$ cat config.mk
export PLATFORM = sky130hd
export DESIGN_NAME = remap_global_command_port
export DESIGN_NICKNAME = d
export VERILOG_FILES = /design/src/design/remap_cmd_pkg.sv /design/src/design/remap_global_command_port.sv
export SDC_FILE = /design/constraint.sdc
export NUM_CORES = 1
export LEC_CHECK = 0
export BUFFER_PORTS_ARGS = -buffer_cell sky130_fd_sc_hd__buf_4
export CORE_MARGIN = 2
export CORE_UTILIZATION = 58
export CTS_BUF_LIST = sky130_fd_sc_hd__clkbuf_8
export DETAILED_ROUTE_END_ITERATION = 6
export HOLD_SLACK_MARGIN = 0.06
export PLACE_DENSITY_LB_ADDON = 0.1
export SLEW_MARGIN = 20
export SYNTH_ARGS = -nofsm -noshare
export SYNTH_HDL_FRONTEND = slang
export SYNTH_SLANG_ARGS = --single-unit
$ cat constraint.sdc
create_clock -name pclk -period 1.91 [get_ports pclk]
set_input_delay 0.382 -clock pclk [delete_from_list [all_inputs] [get_ports pclk]]
set_output_delay 0.382 -clock pclk [all_outputs]
set_load 0.03 [all_outputs]
$ cat src/design/remap_cmd_pkg.sv
package remap_cmd_pkg;
    localparam logic [11:0] GCMD_OFFSET = 12'h018;
    localparam logic [11:0] GSTS_OFFSET = 12'h01C;
    localparam logic [11:0] ROOT_ADDR_LO_OFFSET = 12'h020;
    localparam logic [11:0] ROOT_ADDR_HI_OFFSET = 12'h024;
    localparam logic [11:0] FLOG_ADDR_LO_OFFSET = 12'h058;
    localparam logic [11:0] FLOG_ADDR_HI_OFFSET = 12'h05C;
    localparam logic [11:0] ACTIVE_ROOT_LO_OFFSET = 12'h080;
    localparam logic [11:0] ACTIVE_FLOG_LO_OFFSET = 12'h084;
    localparam int XLATE_EN_BIT = 31;
    localparam int ROOT_LATCH_BIT = 30;
    localparam int FLOG_LATCH_BIT = 29;
    localparam int AFL_EN_BIT = 28;
    localparam logic [31:0] ONE_SHOT_MASK = 32'h96FFFFFF;
    localparam logic [31:0] GSTS_RESET = 32'h00000000;
    localparam logic [31:0] CMD_READ_VALUE = 32'h00000000;
    localparam logic [63:0] PTR_RESET = 64'h0000000000000000;

    typedef struct packed {
        logic [11:0] addr;
        logic write;
        logic [31:0] wdata;
    } apb_req_t;

    typedef struct packed {
        logic translation_enable_status;
        logic root_pointer_status;
        logic fault_log_pointer_status;
        logic advanced_fault_log_status;
    } gsts_t;
endpackage : remap_cmd_pkg

$ cat src/design/remap_global_command_port.sv
// Register access over APB was chosen for this implementation.
module remap_global_command_port (
    // Clock and reset
    input wire logic pclk,
    input wire logic presetn,
    // APB slave
    input wire logic psel,
    input wire logic penable,
    input wire logic pwrite,
    input wire logic [11:0] paddr,
    input wire logic [31:0] pwdata,
    output logic [31:0] prdata,
    output logic pready,
    output logic pslverr,
    // DMA traffic
    input wire logic dma_txn_active,
    input wire logic dma_queue_empty,
    // Remapping controls
    output logic remap_enable,
    output logic advanced_fault_log_on,
    output logic [63:0] active_root_pointer,
    output logic [63:0] active_fault_log_pointer
);
    import remap_cmd_pkg::*;

    typedef enum logic [2:0] {
        XL_IDLE = 3'b001,
        XL_DRAIN = 3'b010,
        XL_SWITCH = 3'b100
    } xl_state_t;

    xl_state_t xl_state_reg;
    apb_req_t req;
    gsts_t status_reg;
    logic [63:0] root_addr_reg;
    logic [63:0] flog_addr_reg;
    logic xl_target_reg;
    logic wr_fire;
    logic gcmd_wr;
    logic root_pend_reg;
    logic flog_pend_reg;

    assign req = '{addr: paddr, write: pwrite, wdata: pwdata};
    assign pready = 1'b1;
    assign wr_fire = psel && penable && req.write;
    assign gcmd_wr = wr_fire && (req.addr == GCMD_OFFSET);

    // Pointer source registers
    always_ff @(posedge pclk or negedge presetn) begin
        if (!presetn) begin
            root_addr_reg <= PTR_RESET;
            flog_addr_reg <= PTR_RESET;
        end else if (wr_fire) begin
            if (req.addr == ROOT_ADDR_LO_OFFSET) begin
                root_addr_reg[31:0] <= req.wdata;
            end else if (req.addr == ROOT_ADDR_HI_OFFSET) begin
                root_addr_reg[63:32] <= req.wdata;
            end else if (req.addr == FLOG_ADDR_LO_OFFSET) begin
                flog_addr_reg[31:0] <= req.wdata;
            end else if (req.addr == FLOG_ADDR_HI_OFFSET) begin
                flog_addr_reg[63:32] <= req.wdata;
            end
        end
    end

    // Root and fault log pointer latch, status one cycle after load
    always_ff @(posedge pclk or negedge presetn) begin
        if (!presetn) begin
            active_root_pointer <= PTR_RESET;
            active_fault_log_pointer <= PTR_RESET;
        end else begin
            if (gcmd_wr && req.wdata[ROOT_LATCH_BIT]) begin
                active_root_pointer <= root_addr_reg;
            end
            if (gcmd_wr && req.wdata[FLOG_LATCH_BIT]) begin
                active_fault_log_pointer <= flog_addr_reg;
            end
        end
    end

    // Status bits: set after effect, pointer statuses clear on a new latch
    always_ff @(posedge pclk or negedge presetn) begin
        if (!presetn) begin
            status_reg <= GSTS_RESET[3:0];
        end else begin
            if (gcmd_wr && req.wdata[ROOT_LATCH_BIT]) begin
                status_reg.root_pointer_status <= 1'b0;
            end else if (root_pend_reg) begin
                status_reg.root_pointer_status <= 1'b1;
            end
            if (gcmd_wr && req.wdata[FLOG_LATCH_BIT]) begin
                status_reg.fault_log_pointer_status <= 1'b0;
            end else if (flog_pend_reg) begin
                status_reg.fault_log_pointer_status <= 1'b1;
            end
            status_reg.advanced_fault_log_status <= advanced_fault_log_on;
            if (xl_state_reg == XL_SWITCH && !dma_txn_active) begin
                status_reg.translation_enable_status <= xl_target_reg;
            end
        end
    end

    // Latch commands, one cycle old
    always_ff @(posedge pclk or negedge presetn) begin
        if (!presetn) begin
            root_pend_reg <= 1'b0;
            flog_pend_reg <= 1'b0;
        end else begin
            root_pend_reg <= gcmd_wr && req.wdata[ROOT_LATCH_BIT];
            flog_pend_reg <= gcmd_wr && req.wdata[FLOG_LATCH_BIT];
        end
    end

    // Advanced fault log enable
    always_ff @(posedge pclk or negedge presetn) begin
        if (!presetn) begin
            advanced_fault_log_on <= 1'b0;
        end else if (gcmd_wr) begin
            advanced_fault_log_on <= req.wdata[AFL_EN_BIT];
        end
    end

    // Translation enable sequencing
    always_ff @(posedge pclk or negedge presetn) begin
        if (!presetn) begin
            xl_state_reg <= XL_IDLE;
            xl_target_reg <= 1'b0;
            remap_enable <= 1'b0;
        end else begin
            case (xl_state_reg)
                XL_IDLE: begin
                    if (gcmd_wr && req.wdata[XLATE_EN_BIT] != remap_enable) begin
                        xl_target_reg <= req.wdata[XLATE_EN_BIT];
                        xl_state_reg <= XL_DRAIN;
                    end
                end
                XL_DRAIN: begin
                    if (dma_queue_empty) begin
                        xl_state_reg <= XL_SWITCH;
                    end
                end
                XL_SWITCH: begin
                    if (!dma_txn_active) begin
                        remap_enable <= xl_target_reg;
                        xl_state_reg <= XL_IDLE;
                    end
                end
                default: begin
                    xl_state_reg <= XL_IDLE;
                end
            endcase
        end
    end

    // Read data
    always_ff @(posedge pclk or negedge presetn) begin
        if (!presetn) begin
            prdata <= 32'h00000000;
        end else if (psel && !penable && !pwrite) begin
            if (paddr == GCMD_OFFSET) begin
                prdata <= CMD_READ_VALUE;
            end else if (paddr == GSTS_OFFSET) begin
                // Each status bit sits at its command bit's position
                prdata <= {status_reg.translation_enable_status, status_reg.root_pointer_status,
                    status_reg.fault_log_pointer_status, status_reg.advanced_fault_log_status,
                    28'h0000000};
            end else if (paddr == ROOT_ADDR_LO_OFFSET) begin
                prdata <= root_addr_reg[31:0];
            end else if (paddr == ROOT_ADDR_HI_OFFSET) begin
                prdata <= root_addr_reg[63:32];
            end else if (paddr == FLOG_ADDR_LO_OFFSET) begin
                prdata <= flog_addr_reg[31:0];
            end else if (paddr == FLOG_ADDR_HI_OFFSET) begin
                prdata <= flog_addr_reg[63:32];
            end else if (paddr == ACTIVE_ROOT_LO_OFFSET) begin
                prdata <= active_root_pointer[31:0];
            end else if (paddr == ACTIVE_FLOG_LO_OFFSET) begin
                prdata <= active_fault_log_pointer[31:0];
            end else begin
                prdata <= 32'h00000000;
            end
        end
    end

    assign pslverr = 1'b0;

    xl_status_a: assert property (@(posedge pclk) disable iff (!presetn)
        (xl_state_reg == XL_SWITCH && !dma_txn_active) |=> status_reg.translation_enable_status == remap_enable)
        else $error("translation status does not follow enable");
    xl_boundary_a: assert property (@(posedge pclk) disable iff (!presetn)
        (dma_txn_active && $past(dma_txn_active)) |-> remap_enable == $past(remap_enable))
        else $error("remap switched during a transaction");
    xl_drain_a: assert property (@(posedge pclk) disable iff (!presetn)
        (xl_state_reg == XL_DRAIN && !dma_queue_empty) |=> xl_state_reg == XL_DRAIN)
        else $error("enable left drain with queued traffic");
    cmd_read_a: assert property (@(posedge pclk) disable iff (!presetn)
        (psel && !penable && !pwrite && paddr == GCMD_OFFSET) |=> prdata == 32'h00000000)
        else $error("command register read not zero");
    root_latch_a: assert property (@(posedge pclk) disable iff (!presetn)
        (gcmd_wr && pwdata[ROOT_LATCH_BIT]) |=> active_root_pointer == $past(root_addr_reg)
        ##1 status_reg.root_pointer_status)
        else $error("root pointer latch or status wrong");
    latch_zero_a: assert property (@(posedge pclk) disable iff (!presetn)
        (gcmd_wr && !pwdata[ROOT_LATCH_BIT] && !pwdata[FLOG_LATCH_BIT]) |=> $stable(active_root_pointer)
        && $stable(active_fault_log_pointer))
        else $error("zero latch write changed a pointer");
    flog_latch_a: assert property (@(posedge pclk) disable iff (!presetn)
        (gcmd_wr && pwdata[FLOG_LATCH_BIT]) |=> !status_reg.fault_log_pointer_status
        && active_fault_log_pointer == $past(flog_addr_reg) ##1 status_reg.fault_log_pointer_status)
        else $error("fault log latch or status wrong");
    afl_enable_a: assert property (@(posedge pclk) disable iff (!presetn)
        gcmd_wr |=> advanced_fault_log_on == $past(pwdata[AFL_EN_BIT])
        ##1 status_reg.advanced_fault_log_status == $past(advanced_fault_log_on))
        else $error("advanced fault log enable wrong");
endmodule : remap_global_command_port

==> results of run 1 <==
==> synthesized netlist by cell type, types with 3 or more instances <==
master / instances
o21ai_0: 7
or3_1: 3
o2bb2ai_1: 29
nand3_1: 3
or2_2: 4
o221ai_1: 27
a21oi_1: 8
nand2b_1: 19
nor2_1: 12
buf_4: 13
nor3_1: 6
clkbuf_1: 21
o21ai_1: 26
mux2i_1: 32
nor4_4: 3
nand2_1: 5
or2b_1: 13
mux2_1: 3
nor4b_1: 3
o21a_1: 4
a22oi_1: 29
mux2_2: 257
buf_6: 3
dfrtp_1: 298
buf_2: 20
==> power by group through the flow <==
stage | Clock (µW) | Combinational (µW) | Sequential (µW)
6_report | 5160 | 497 | 6360
5_1_grt | 5510 | 541 | 6350
4_1_cts | 5240 | 501 | 6360
3_5_place_dp | 0 | 483 | 6470
3_3_place_gp | 0 | 480 | 6470
2_1_floorplan | 0 | 105 | 6480
==> worst max-delay path by stage <==
| stage | from | endpoint | depth (start not counted) |
|---|---|---|---|
| 3_3_place_gp | paddr[9] | flog_addr_reg[4] | 6 |
| 5_1_grt | paddr[9] | root_addr_reg[39] | 6 |
| 6_report | paddr[9] | root_addr_reg[43] | 6 |
| 4_1_cts | paddr[9] | root_addr_reg[43] | 6 |
| 3_5_place_dp | paddr[9] | root_addr_reg[43] | 6 |
| 2_1_floorplan | paddr[9] | prdata[10] | 9 |
==> worst reg2reg max path: stages, from the launching register on <==
cell and delay, ps:
dfrtp_1 410, xnor2_1 150, nor4b_1 370, and3_4 270, mux2_4 290
==> cells by family after synthesis <==
family | after synthesis | share of synthesized area [%]
other | 2 | 0.0586
AO/OA/AOI/OAI | 144 | 8.30
buffers and inverters | 62 | 2.74
flip-flops | 299 | 58.4
XOR/XNOR | 1 | 0.0684
multiplexers | 292 | 25.4
AND/OR/NAND/NOR | 94 | 5.06
==> stage by stage <==
stage	setup WS, ps	std cells	setup TNS (ps)	utilization, %
3_3_place_gp	-513	1407	-128060	71.7
6_report	25.9	1493	0	76.3
2_1_floorplan	-454	894	-102550	-
4_1_cts	50.5	1493	0	76.2
3_5_place_dp	-543	1407	-131790	71.7
5_1_grt	-7.88	1493	-23.2	76.3
==> area by class of cell <==
class	count	area, µm²
Clock buffer	56	771
Inverter	1	3.75
Fill cell	1392	5170
Sequential cell	299	7480
Multi-Input combinational cell	533	5310
Clock inverter	21	113
Tap cell	280	350
Timing Repair Buffer	303	2560
==> routing by layer <==
layer | track usage, % | share of wire [%] | up-vias
met1 | 43.0 | 44 | 4602
li1 | - | - | 3911
met3 | 5.26 | 7.2 | 56
met4 | 7.94 | 1.9 | 0
met2 | 46.4 | 47 | 371
met5 | 0 | 0 | -
==> timing repair <==
| item | 4_1_cts | 5_1_grt |
|---|---|---|
| endpoints found under the setup margin | 0 | 11 |
| hold buffers | 9 | 0 |
| buffers inserted | 0 | 0 |
| resized for setup | 0 | 2 |
| hold endpoints to repair | 55 | 0 |
==> cells in the final DEF (no fill, tap or decap), types with 3 or more instances in the layout <==
master         count
dfrtp_1          298
buf_4            271
mux2_2           225
clkbuf_8          56
mux2_4            33
mux2i_1           32
a22oi_1           29
o21ai_1           28
o2bb2ai_1         28
inv_1             20
o221ai_2          20
buf_12            20
nand2b_1          19
or2b_1            13
nor2_1            12
dlygate4sd3_1      9
o221ai_1           8
a21oi_1            7
nand2_1            5
o21ai_0            5
or2_2              4
nor3_1             4
o21a_1             4
nand3_1            3
nor4_4             3
nor4b_1            3
nor3_4             3
or3_1              3
==> metrics.csv, run 1 <==
stage,metric,value,unit
worst_setup_path,crit_family,simple AND/OR/NAND/NOR gates,
floorplan,ioPinCount,215,
synthesis,synthTopCellsByArea,"dfrtp_1 (58%), mux2_2 (23%), mux2i_1 (2.5%)",
synthesis,syn-num-nets,945,
synthesis,synth_top_area_share,58.2,%
clock_network,htree_num_levels,2,
timing,fmax,531,MHz
floorplan,row_count,54,
worst_hold_path,min_from,pwdata[6],
power,p_seq_share,52.9,%
detailed_routing,vias,8940,
global_route,grt_use_total,29.5,%
clock_network,cts_made_buffers,47,
power,power,12000,µW
timing,fin_worst_skew,25.2,ps
power,power.density,724,nW/µm²
worst_setup_path,crit_chain,buf_4 -> or4_4 -> or2_1 -> nor4_4 -> buf_4 -> mux2_2,
timing,slew_viol_final,0,
synthesis,postSynthAreaPerCell,14.3,µm²
clock_network,cts_tree,built,
clock_network,clk_latency,570,ps
worst_setup_path,r2r_slack,290,ps
floorplan,initial_utilization,58.9,%
detailed_routing,first_pass_iters,5,
timing,min_period,1880,ps
detailed_routing,vias_per_cell,5.99,
detailed_routing,drtIter0Drc,532,
worst_setup_path,cpPeakStageDelay,550,ps
detailed_routing,ant_nets,0,
power,swShare,22.6,%
power,p_leak,0.00835,µW
clock_network,cts_sinks,299,
worst_setup_path,arrival,2330,ps
place,hpwl,22500,µm
final_layout,diodes,0,
power,clockPowerShare,43.0,%
synthesis,synth_ff_type,dfrtp_1,
timing,fin_crit_sh,98.6,%
global_route,grt_max_degree,62,
detailed_routing,drcViolationCount,0,
power,netSwitchingPower,2720,µW
worst_setup_path,critPathCaptureType,flip-flop,
worst_hold_path,whs_path_depth,2,
worst_setup_path,critPathKind,in2reg,
floorplan,design.core.area,21800,µm²
final_layout,nNetsFinal,1236,
timing,whs,82.4,ps
worst_setup_path,slowest_stage,or4_4,
clock_network,path_clk_slew,60,ps
worst_setup_path,rr_endpoint,xl_target_reg,
global_route,overflow,0,
worst_setup_path,r2r_cells,4,
worst_setup_path,cp_max_fo,10,
place,gp_congestion,0.821,
place,port-buffer-count,212,
final_layout,stdcell_area,16600,µm²
synthesis,synth_edf_count,0,
timing,slew_headroom,59.0,%
clock_network,clockBufferDepth,3,
global_route,antenna_found_initial,0,
worst_setup_path,worstReg2RegStart,status_reg[3],
synthesis,yosysSeqAreaShare,58.4,%
power,internal-power,9290,µW
outcome,status,finished clean,
power,pwr-share-comb,4.1,%
final_layout,area_growth_syn_to_layout,29.5,%
job,maxCapViolations,0,
timing,tightest_slew,613,ps
synthesis,ys_types,57,
synthesis,netlist_area,12800,µm²
worst_hold_path,min_to,flog_addr_reg[6],
synthesis,synth_warnings,0,
synthesis,async_reset_ff_share,100,%
synthesis,netlist_instances,894,
floorplan,die-area,23300,µm²
floorplan,die_y,153,µm
synthesis,synth_seq_cells,299,
timing,final_hold_viol_count,0,
power,ir_drop,0.536,mV
clock_network,root_buffer,clkbuf_8,
detailed_routing,totalWireLength,34300,µm
global_route,grt_pass1_vias,9209,
worst_setup_path,cp_data_required_time,2360,ps
global_route,grt_first_pass_wirelength,53700,µm
worst_hold_path,hold_class,in2reg,
worst_setup_path,start_kind,input pin,
place,place_area,15600,µm²
worst_setup_path,cpMostUsedCell,buf_4,
worst_setup_path,critical_path_buf_inv_count,2,
timing,rsz0062_at_grt,true,
final_layout,layout-drive-gt1-share,53.9,%
detailed_routing,routedWlPerCell,23.0,µm
floorplan,fp.dieW,153,µm
synthesis,synth_top_area_cell,dfrtp_1,
timing,setup_viol,0,
No activity file was read; power rests on OpenSTA's default activity.
==> inputs of run 2 (changes only) <==
--- a/config.mk
+++ b/config.mk
@@ -5,9 +5,10 @@
 export SDC_FILE = /design/constraint.sdc
 export NUM_CORES = 1
 export LEC_CHECK = 0
+export ABC_AREA = 1
 export BUFFER_PORTS_ARGS = -buffer_cell sky130_fd_sc_hd__buf_4
 export CORE_MARGIN = 2
-export CORE_UTILIZATION = 58
+export CORE_UTILIZATION = 59
 export CTS_BUF_LIST = sky130_fd_sc_hd__clkbuf_8
 export DETAILED_ROUTE_END_ITERATION = 6
 export HOLD_SLACK_MARGIN = 0.06
==> metrics.csv, run 2 <==
stage,metric,value,unit,change
outcome,status,finished clean,,unchanged
synthesis,yosysMostFrequentCell,nand2_1,,was dfrtp_1
synthesis,netlist_area,13500,µm²,was 12800 µm²
clock_network,cts_setup_buffers,0,,unchanged
synthesis,synth_seq_cells,299,,unchanged
detailed_routing,drcViolationCount,0,,unchanged
worst_setup_path,slowest_stage,dfrtp_1,,was or4_4
clock_network,cts_made_buffers,49,,was 47
clock_network,clockBufferDepth,3,,unchanged
worst_setup_path,cpPeakStageDelay,440,ps,was 550 ps
synthesis,ys_types,37,,was 57
place,hpwl,25400,µm,was 22500 µm
floorplan,ioPinCount,215,,unchanged
synthesis,synth_top_area_share,55.4,%,was 58.2%
final_layout,area_growth_syn_to_layout,25.1,%,was 29.5%
clock_network,cts_tree,built,,unchanged
worst_setup_path,worstReg2RegStart,xl_state_reg[0],,was status_reg[3]
synthesis,synth_edf_count,0,,unchanged
synthesis,netlist_top_cells_count,"nand2_1 (620), dfrtp_1 (298), inv_1 (176)",,"was dfrtp_1 (298), mux2_2 (257), mux2i_1 (32)"
final_layout,layout.area.seq,7480,µm²,unchanged
power,power.density,732,nW/µm²,was 724 nW/µm²
worst_setup_path,crit_family,flip-flops,,was simple AND/OR/NAND/NOR gates
detailed_routing,wl_met3,3010,µm,was 2470 µm
final_layout,diodes,0,,unchanged
clock_network,cts_sinks,299,,unchanged
detailed_routing,drt-met1-wl,15700,µm,was 15100 µm
clock_network,clk_latency,560,ps,was 570 ps
worst_setup_path,critPathKind,reg2out,,was in2reg
clock_network,cts-resized-gates,0,,unchanged
place,dp_cells,2101,,was 1407
global_route,grt_max_degree,59,,was 62
power,p_leak,0.00915,µW,was 0.00835 µW
worst_hold_path,hold_class,in2reg,,unchanged
worst_setup_path,start_kind,flip-flop,,was input pin
final_layout,stdcell_area,16800,µm²,was 16600 µm²
synthesis,synth_warnings,0,,unchanged
detailed_routing,ant_nets,0,,unchanged
detailed_routing,top_layer,met4,,unchanged
global_route,grt_pass1_vias,11800,,was 9209
global_route,grt_use_total,32.5,%,was 29.5%
timing,slew_viol_final,0,,unchanged
timing,fin_setup_tns,0,ps,unchanged
power,ir_drop,0.487,mV,was 0.536 mV
synthesis,synth_top_area_cell,dfrtp_1,,unchanged
place,gp_congestion,0.866,,was 0.821
worst_setup_path,arrival,1190,ps,was 2330 ps
synthesis,yosysSeqAreaShare,55.6,%,was 58.4%
worst_hold_path,min_from,dma_queue_empty,,was pwdata[6]
timing,fmax,634,MHz,was 531 MHz
clock_network,htree_num_levels,2,,unchanged
final_layout,layout_commonest_cell,nand2_1,,was dfrtp_1
detailed_routing,totalWireLength,38600,µm,was 34300 µm
floorplan,die-area,24000,µm²,was 23300 µm²
worst_setup_path,r2r_cells,5,,was 4
synthesis,synth_ff_type,dfrtp_1,,unchanged
synthesis,synthTopCellsByArea,"dfrtp_1 (55%), nand2_1 (17%), inv_1 (4.9%)",,"was dfrtp_1 (58%), mux2_2 (23%), mux2i_1 (2.5%)"
floorplan,initial_utilization,59.8,%,was 58.9%
global_route,antenna_found_initial,0,,unchanged
detailed_routing,routedWlPerCell,17.7,µm,was 23.0 µm
timing,final_hold_viol_count,0,,unchanged
timing,fin_crit_sh,82.6,%,was 98.6%
final_layout,multiInputGateArea,4800,µm²,was 5310 µm²
synthesis,netlist_instances,1621,,was 894
final_layout,fin_cells,2185,,was 1493
detailed_routing,first_pass_iters,5,,unchanged
detailed_routing,wl_met2,18800,µm,was 16100 µm
worst_setup_path,crit_chain,buf_4,,was buf_4 -> or4_4 -> or2_1 -> nor4_4 -> buf_4 -> mux2_2
detailed_routing,vias_per_cell,5.45,,was 5.99
synthesis,postSynthAreaPerCell,8.31,µm²,was 14.3 µm²
worst_setup_path,critPathCaptureType,output pin,,was flip-flop
final_layout,layout-drive-gt1-share,21.6,%,was 53.9%
worst_hold_path,min_to,xl_state_reg[2],,was flog_addr_reg[6]
final_layout,final_cell_mix,"nand2_1 (619), dfrtp_1 (298), buf_4 (247)",,"was dfrtp_1 (298), buf_4 (271), mux2_2 (225)"
clock_network,root_buffer,clkbuf_8,,unchanged
global_route,grt_first_pass_wirelength,61400,µm,was 53700 µm
worst_setup_path,rr_endpoint,xl_target_reg,,unchanged
final_layout,fillers,1709,,was 1392
global_route,overflow,0,,unchanged
timing,setup_viol,0,,unchanged
floorplan,design.core.area,22500,µm²,was 21800 µm²
worst_setup_path,r2r_slack,610,ps,was 290 ps
place,place_area,15900,µm²,was 15600 µm²
worst_setup_path,cp_data_required_time,1530,ps,was 2360 ps
final_layout,nNetsFinal,1919,,was 1236
worst_hold_path,whs_path_depth,3,,was 2
detailed_routing,vias,11900,,was 8940
floorplan,row_count,55,,was 54
detailed_routing,drtIter0Drc,990,,was 532
worst_setup_path,critical_path_buf_inv_count,1,,was 2
synthesis,syn-num-nets,1672,,was 945
floorplan,die_y,155,µm,was 153 µm
clock_network,path_clk_slew,60,ps,about the same
place,port-buffer-count,212,,unchanged
synthesis,async_reset_ff_share,100,%,unchanged
floorplan,fp.dieW,155,µm,was 153 µm
timing,fin_worst_skew,12.9,ps,was 25.2 ps
timing,rsz0062_at_grt,false,,was true
timing,min_period,1580,ps,was 1880 ps
job,maxCapViolations,0,,unchanged
worst_setup_path,cp_max_fo,3,,was 10
## run 2: cell count changes in the layout (fill, tap and decap cells not counted), sizes merged, moves of 28 or more
cell	delta
nand2	+625
inv	+179
o21ai	+169
nand3	+73
o2bb2ai	-29
a21oi	+48
mux2i	-32
a22oi	-29
mux2	-259
o221ai	-28
## run 2: logic make-up (layout without fill, tap and decap cells)
| family | count (synthesis) | count (layout) | synth area share (%) |
|---|---|---|---|
| xor gates and xnor gates | 1 | 1 | 0.0650 |
| buffers and inverters | 272 | 551 | 8.91 |
| and+or+nand+nor | 756 | 756 | 23.3 |
| muxes | 1 | 1 | 0.0836 |
| DFF | 299 | 299 | 55.6 |
| AOI/OAI and AO/OA | 290 | 290 | 12.0 |
| other | 2 | 2 | 0.0558 |
## run 2: layer usage
layer  vias up  track usage [%]
met5         -                0
met4         0             13.0
met3        95             5.46
met2       551             53.4
met1      5683             43.5
li1       5579                -
## run 2: worst min-delay path, cell delays in order
cell     delay [ps]
buf_4            80
nand4_1          90
nand2_1          70
## run 2: timing repair
action,in CTS,in global routing
setup endpoints to repair,0,0
hold buffers,1,0
hold endpoints to repair,31,0
## run 2: worst max-delay path by stage
stage / from / to / cells past startpoint
2_1_floorplan: paddr[11] / active_root_pointer[51] / 10
3_5_place_dp: paddr[2] / prdata[30] / 14
3_3_place_gp: paddr[2] / prdata[30] / 14
6_report: active_root_pointer[22] / active_root_pointer[22] / 1
5_1_grt: status_reg[3] / remap_enable / 1
4_1_cts: active_root_pointer[22] / active_root_pointer[22] / 1
## run 2: area by class of cell
cell class | count | area share (%)
Timing Repair Buffer | 281 | 15.0
Clock buffer | 66 | 5.39
Inverter | 187 | 4.17
Clock inverter | 17 | 0.438
Multi-Input combinational cell | 1050 | 28.5
Tap cell | 285 | 2.12
Sequential cell | 299 | 44.4
## run 2: through the flow
step | total power (µW) | util (%) | hold WS [ps] | worst slack, ps
floorplan | 6580 | - | 86.4 | 234
global placement | 6900 | 70.5 | 305 | -63.8
detailed placement | 6900 | 70.5 | 302 | -81.4
CTS | 12400 | 74.9 | 77.1 | 320
global route | 12700 | 74.9 | 95.3 | 298
finish | 12300 | 74.9 | 91.0 | 333
## run 2: power breakdown
part           switching, µW  internal [µW]  leakage (µW)
registers               3.49           6340       0.00418
clock network           2490           3050      0.000557
logic                    304            140       0.00442
total                   2790           9530       0.00915
==> inputs of run 3 (changes only) <==
==> constraint.sdc (replaced) <==
create_clock -name pclk -period 1.5 [get_ports pclk]
set_input_delay 0.3 -clock pclk [delete_from_list [all_inputs] [get_ports pclk]]
set_output_delay 0.3 -clock pclk [all_outputs]
set_load 0.03 [all_outputs]
==> metrics.csv, run 3 (synthesized netlist as in run 2, its figures left out) <==
stage,metric,value,unit,change
outcome,status,finished with violations,,was finished clean
outcome,violations,design-rule violations,,
timing,slew_viol_final,0,,unchanged
global_route,antenna_found_initial,0,,unchanged
clock_network,cts_tree,built,,unchanged
worst_setup_path,cp_max_fo,3,,unchanged
timing,fin_worst_skew,16.4,ps,was 12.9 ps
timing,min_period,1480,ps,
worst_setup_path,critPathCaptureType,output pin,,unchanged
timing,fin_crit_sh,98.4,%,
place,port-buffer-count,212,,unchanged
timing,setup_viol,0,,unchanged
final_layout,diodes,0,,unchanged
global_route,grt_use_total,33.0,%,was 32.5%
floorplan,die_y,155,µm,unchanged
global_route,grt_pass1_vias,12100,,was 11800
power,power.density,902,nW/µm²,was 732 nW/µm²
clock_network,clockBufferDepth,3,,unchanged
clock_network,clk_latency,570,ps,was 560 ps
place,hpwl,26600,µm,was 25400 µm
worst_setup_path,cp_data_required_time,1200,ps,was 1530 ps
global_route,grt_first_pass_wirelength,62400,µm,was 61400 µm
final_layout,nNetsFinal,1975,,was 1919
detailed_routing,vias_per_cell,5.44,,was 5.45
clock_network,htree_num_levels,2,,unchanged
global_route,overflow,0,,unchanged
detailed_routing,vias,12200,,was 11900
floorplan,initial_utilization,59.8,%,unchanged
power,clockPowerShare,44.3,%,was 44.9%
final_layout,layout-drive-gt1-share,22.9,%,was 21.6%
worst_setup_path,crit_chain,buf_4,,unchanged
final_layout,fillers,1596,,was 1709
detailed_routing,first_pass_iters,7,,was 5
detailed_routing,drcViolationCount,3,,was 0
floorplan,die-area,24000,µm²,unchanged
timing,fmax,677,MHz,
timing,layout_setup_ws,23.6,ps,was 333 ps
power,swShare,22.9,%,was 22.7%
place,dp_slack,-351,ps,was -81.4 ps
worst_setup_path,cpPeakStageDelay,420,ps,was 440 ps
clock_network,path_clk_slew,60,ps,about the same
floorplan,fp.dieW,155,µm,unchanged
power,internal-power,12100,µW,was 9530 µW
final_layout,layout_commonest_cell,nand2_1,,unchanged
clock_network,cts_made_buffers,48,,was 49
timing,slew_headroom,65.9,%,
timing,rsz0062_at_grt,false,,unchanged
worst_setup_path,critPathKind,reg2out,,unchanged
power,pwr-share-comb,4.2,%,was 3.6%
power,p_leak,0.00944,µW,was 0.00915 µW
detailed_routing,routedWlPerCell,17.4,µm,was 17.7 µm
worst_setup_path,start_kind,flip-flop,,unchanged
worst_setup_path,crit_family,flip-flops,,unchanged
worst_setup_path,arrival,1180,ps,was 1190 ps
worst_setup_path,slowest_stage,dfrtp_1,,unchanged
timing,final_hold_viol_count,0,,unchanged
floorplan,ioPinCount,215,,unchanged
final_layout,area_growth_syn_to_layout,29.2,%,was 25.1%
job,maxCapViolations,0,,unchanged
detailed_routing,totalWireLength,39100,µm,was 38600 µm
power,power,15700,µW,was 12300 µW
power,p_seq_share,51.5,%,about the same
floorplan,row_count,55,,unchanged
detailed_routing,drtIter0Drc,795,,was 990
clock_network,root_buffer,clkbuf_8,,unchanged
global_route,grt_max_degree,64,,was 59
floorplan,design.core.area,22500,µm²,unchanged
timing,tightest_slew,512,ps,
worst_hold_path,hold_class,in2reg,,unchanged
clock_network,cts_sinks,299,,unchanged
detailed_routing,ant_nets,0,,unchanged
power,netSwitchingPower,3600,µW,was 2790 µW
final_layout,final_cell_mix,"nand2_1 (619), dfrtp_1 (296), buf_4 (276)",,"was nand2_1 (619), dfrtp_1 (298), buf_4 (247)"
worst_setup_path,critical_path_buf_inv_count,1,,unchanged
power,ir_drop,0.753,mV,was 0.487 mV
place,gp_congestion,0.902,,was 0.866
==> run 3: cell types whose count changed in the layout (fill, tap and decap cells not counted), sizes merged <==
cell / change
dlygate4sd3: +22
inv: +7
clkinvlp: -1
clkinv: +2
bufinv: +1
buf: +35
clkbuf: -6
==> run 3: routing by layer <==
| metal | share of wire, % | wire length, µm | GRT usage (%) |
|---|---|---|---|
| met3 | 8.1 | 3180 | 5.63 |
| met4 | 3.5 | 1380 | 13.8 |
| met1 | 41 | 16000 | 43.9 |
| met2 | 48 | 18600 | 54.3 |
| met5 | 0 | 0 | 0 |
==> run 3: stage by stage <==
stage | hold slack [ps] | area [µm²] | setup TNS (ps) | util [%] | std cells
after floorplan | 4.41 | 13500 | -6.07 | - | 1621
after global placement | 195 | 16200 | -50530 | 71.8 | 2130
after CTS | 62.2 | 17400 | 0 | 77.2 | 2242
final | 77.7 | 17400 | 0 | 77.3 | 2245
after global routing | 93.1 | 17400 | 0 | 77.3 | 2245
after detailed placement | 194 | 16200 | -60620 | 71.8 | 2130
==> run 3: power groups by stage <==
stage	Combinational [µW]	Clock (µW)	Sequential (µW)
4_1_cts	668	7010	8080
3_5_place_dp	619	0	8220
2_1_floorplan	155	0	8230
3_3_place_gp	611	0	8220
5_1_grt	730	7360	8070
6_report	663	6950	8080
==> run 3: layout make-up <==
cell class | instances | area (µm²) | share of cell area (%)
clock buffers | 60 | 826 | 4.75
clock inverters | 26 | 134 | 0.769
repair buffers | 338 | 3060 | 17.6
multi-input cells | 1050 | 4840 | 27.8
inverters | 187 | 702 | 4.03
well taps | 285 | 357 | 2.05
flip-flops and latches | 299 | 7490 | 43.0
==> run 3: final timing paths <==
| check | from | end | slack, ps | cells past startpoint |
|---|---|---|---|---|
| worst min-delay path | pwdata[0] | flog_addr_reg[0] | 80 | 3 |
| worst max-delay path | active_fault_log_pointer[25] | active_fault_log_pointer[25] | 20 | 1 |
| worst min register to register | advanced_fault_log_on | status_reg[0] | 410 | 0 |
| min in group asynchronous | presetn | active_fault_log_pointer[38] | 210 | 2 |
| max in group asynchronous | presetn | root_addr_reg[22] | 620 | 3 |
| worst max register to register | xl_state_reg[0] | xl_target_reg | 190 | 5 |
==> run 3: timing repair <==
| action | CTS | global route |
|---|---|---|
| buffers inserted | 3 | 3 |
| endpoints found under the hold margin | 269 | 0 |
| setup endpoints to repair | 4 | 6 |
| resized for setup | 1 | 3 |
| hold buffers | 23 | 0 |
==> run 3: worst register-to-register path, cell delays in order (launching register included) <==
cell     delay (ps)
dfstp_2         530
inv_1            60
nor3_1          270
nand3_1         180
nand2_1          90
o21ai_0          70
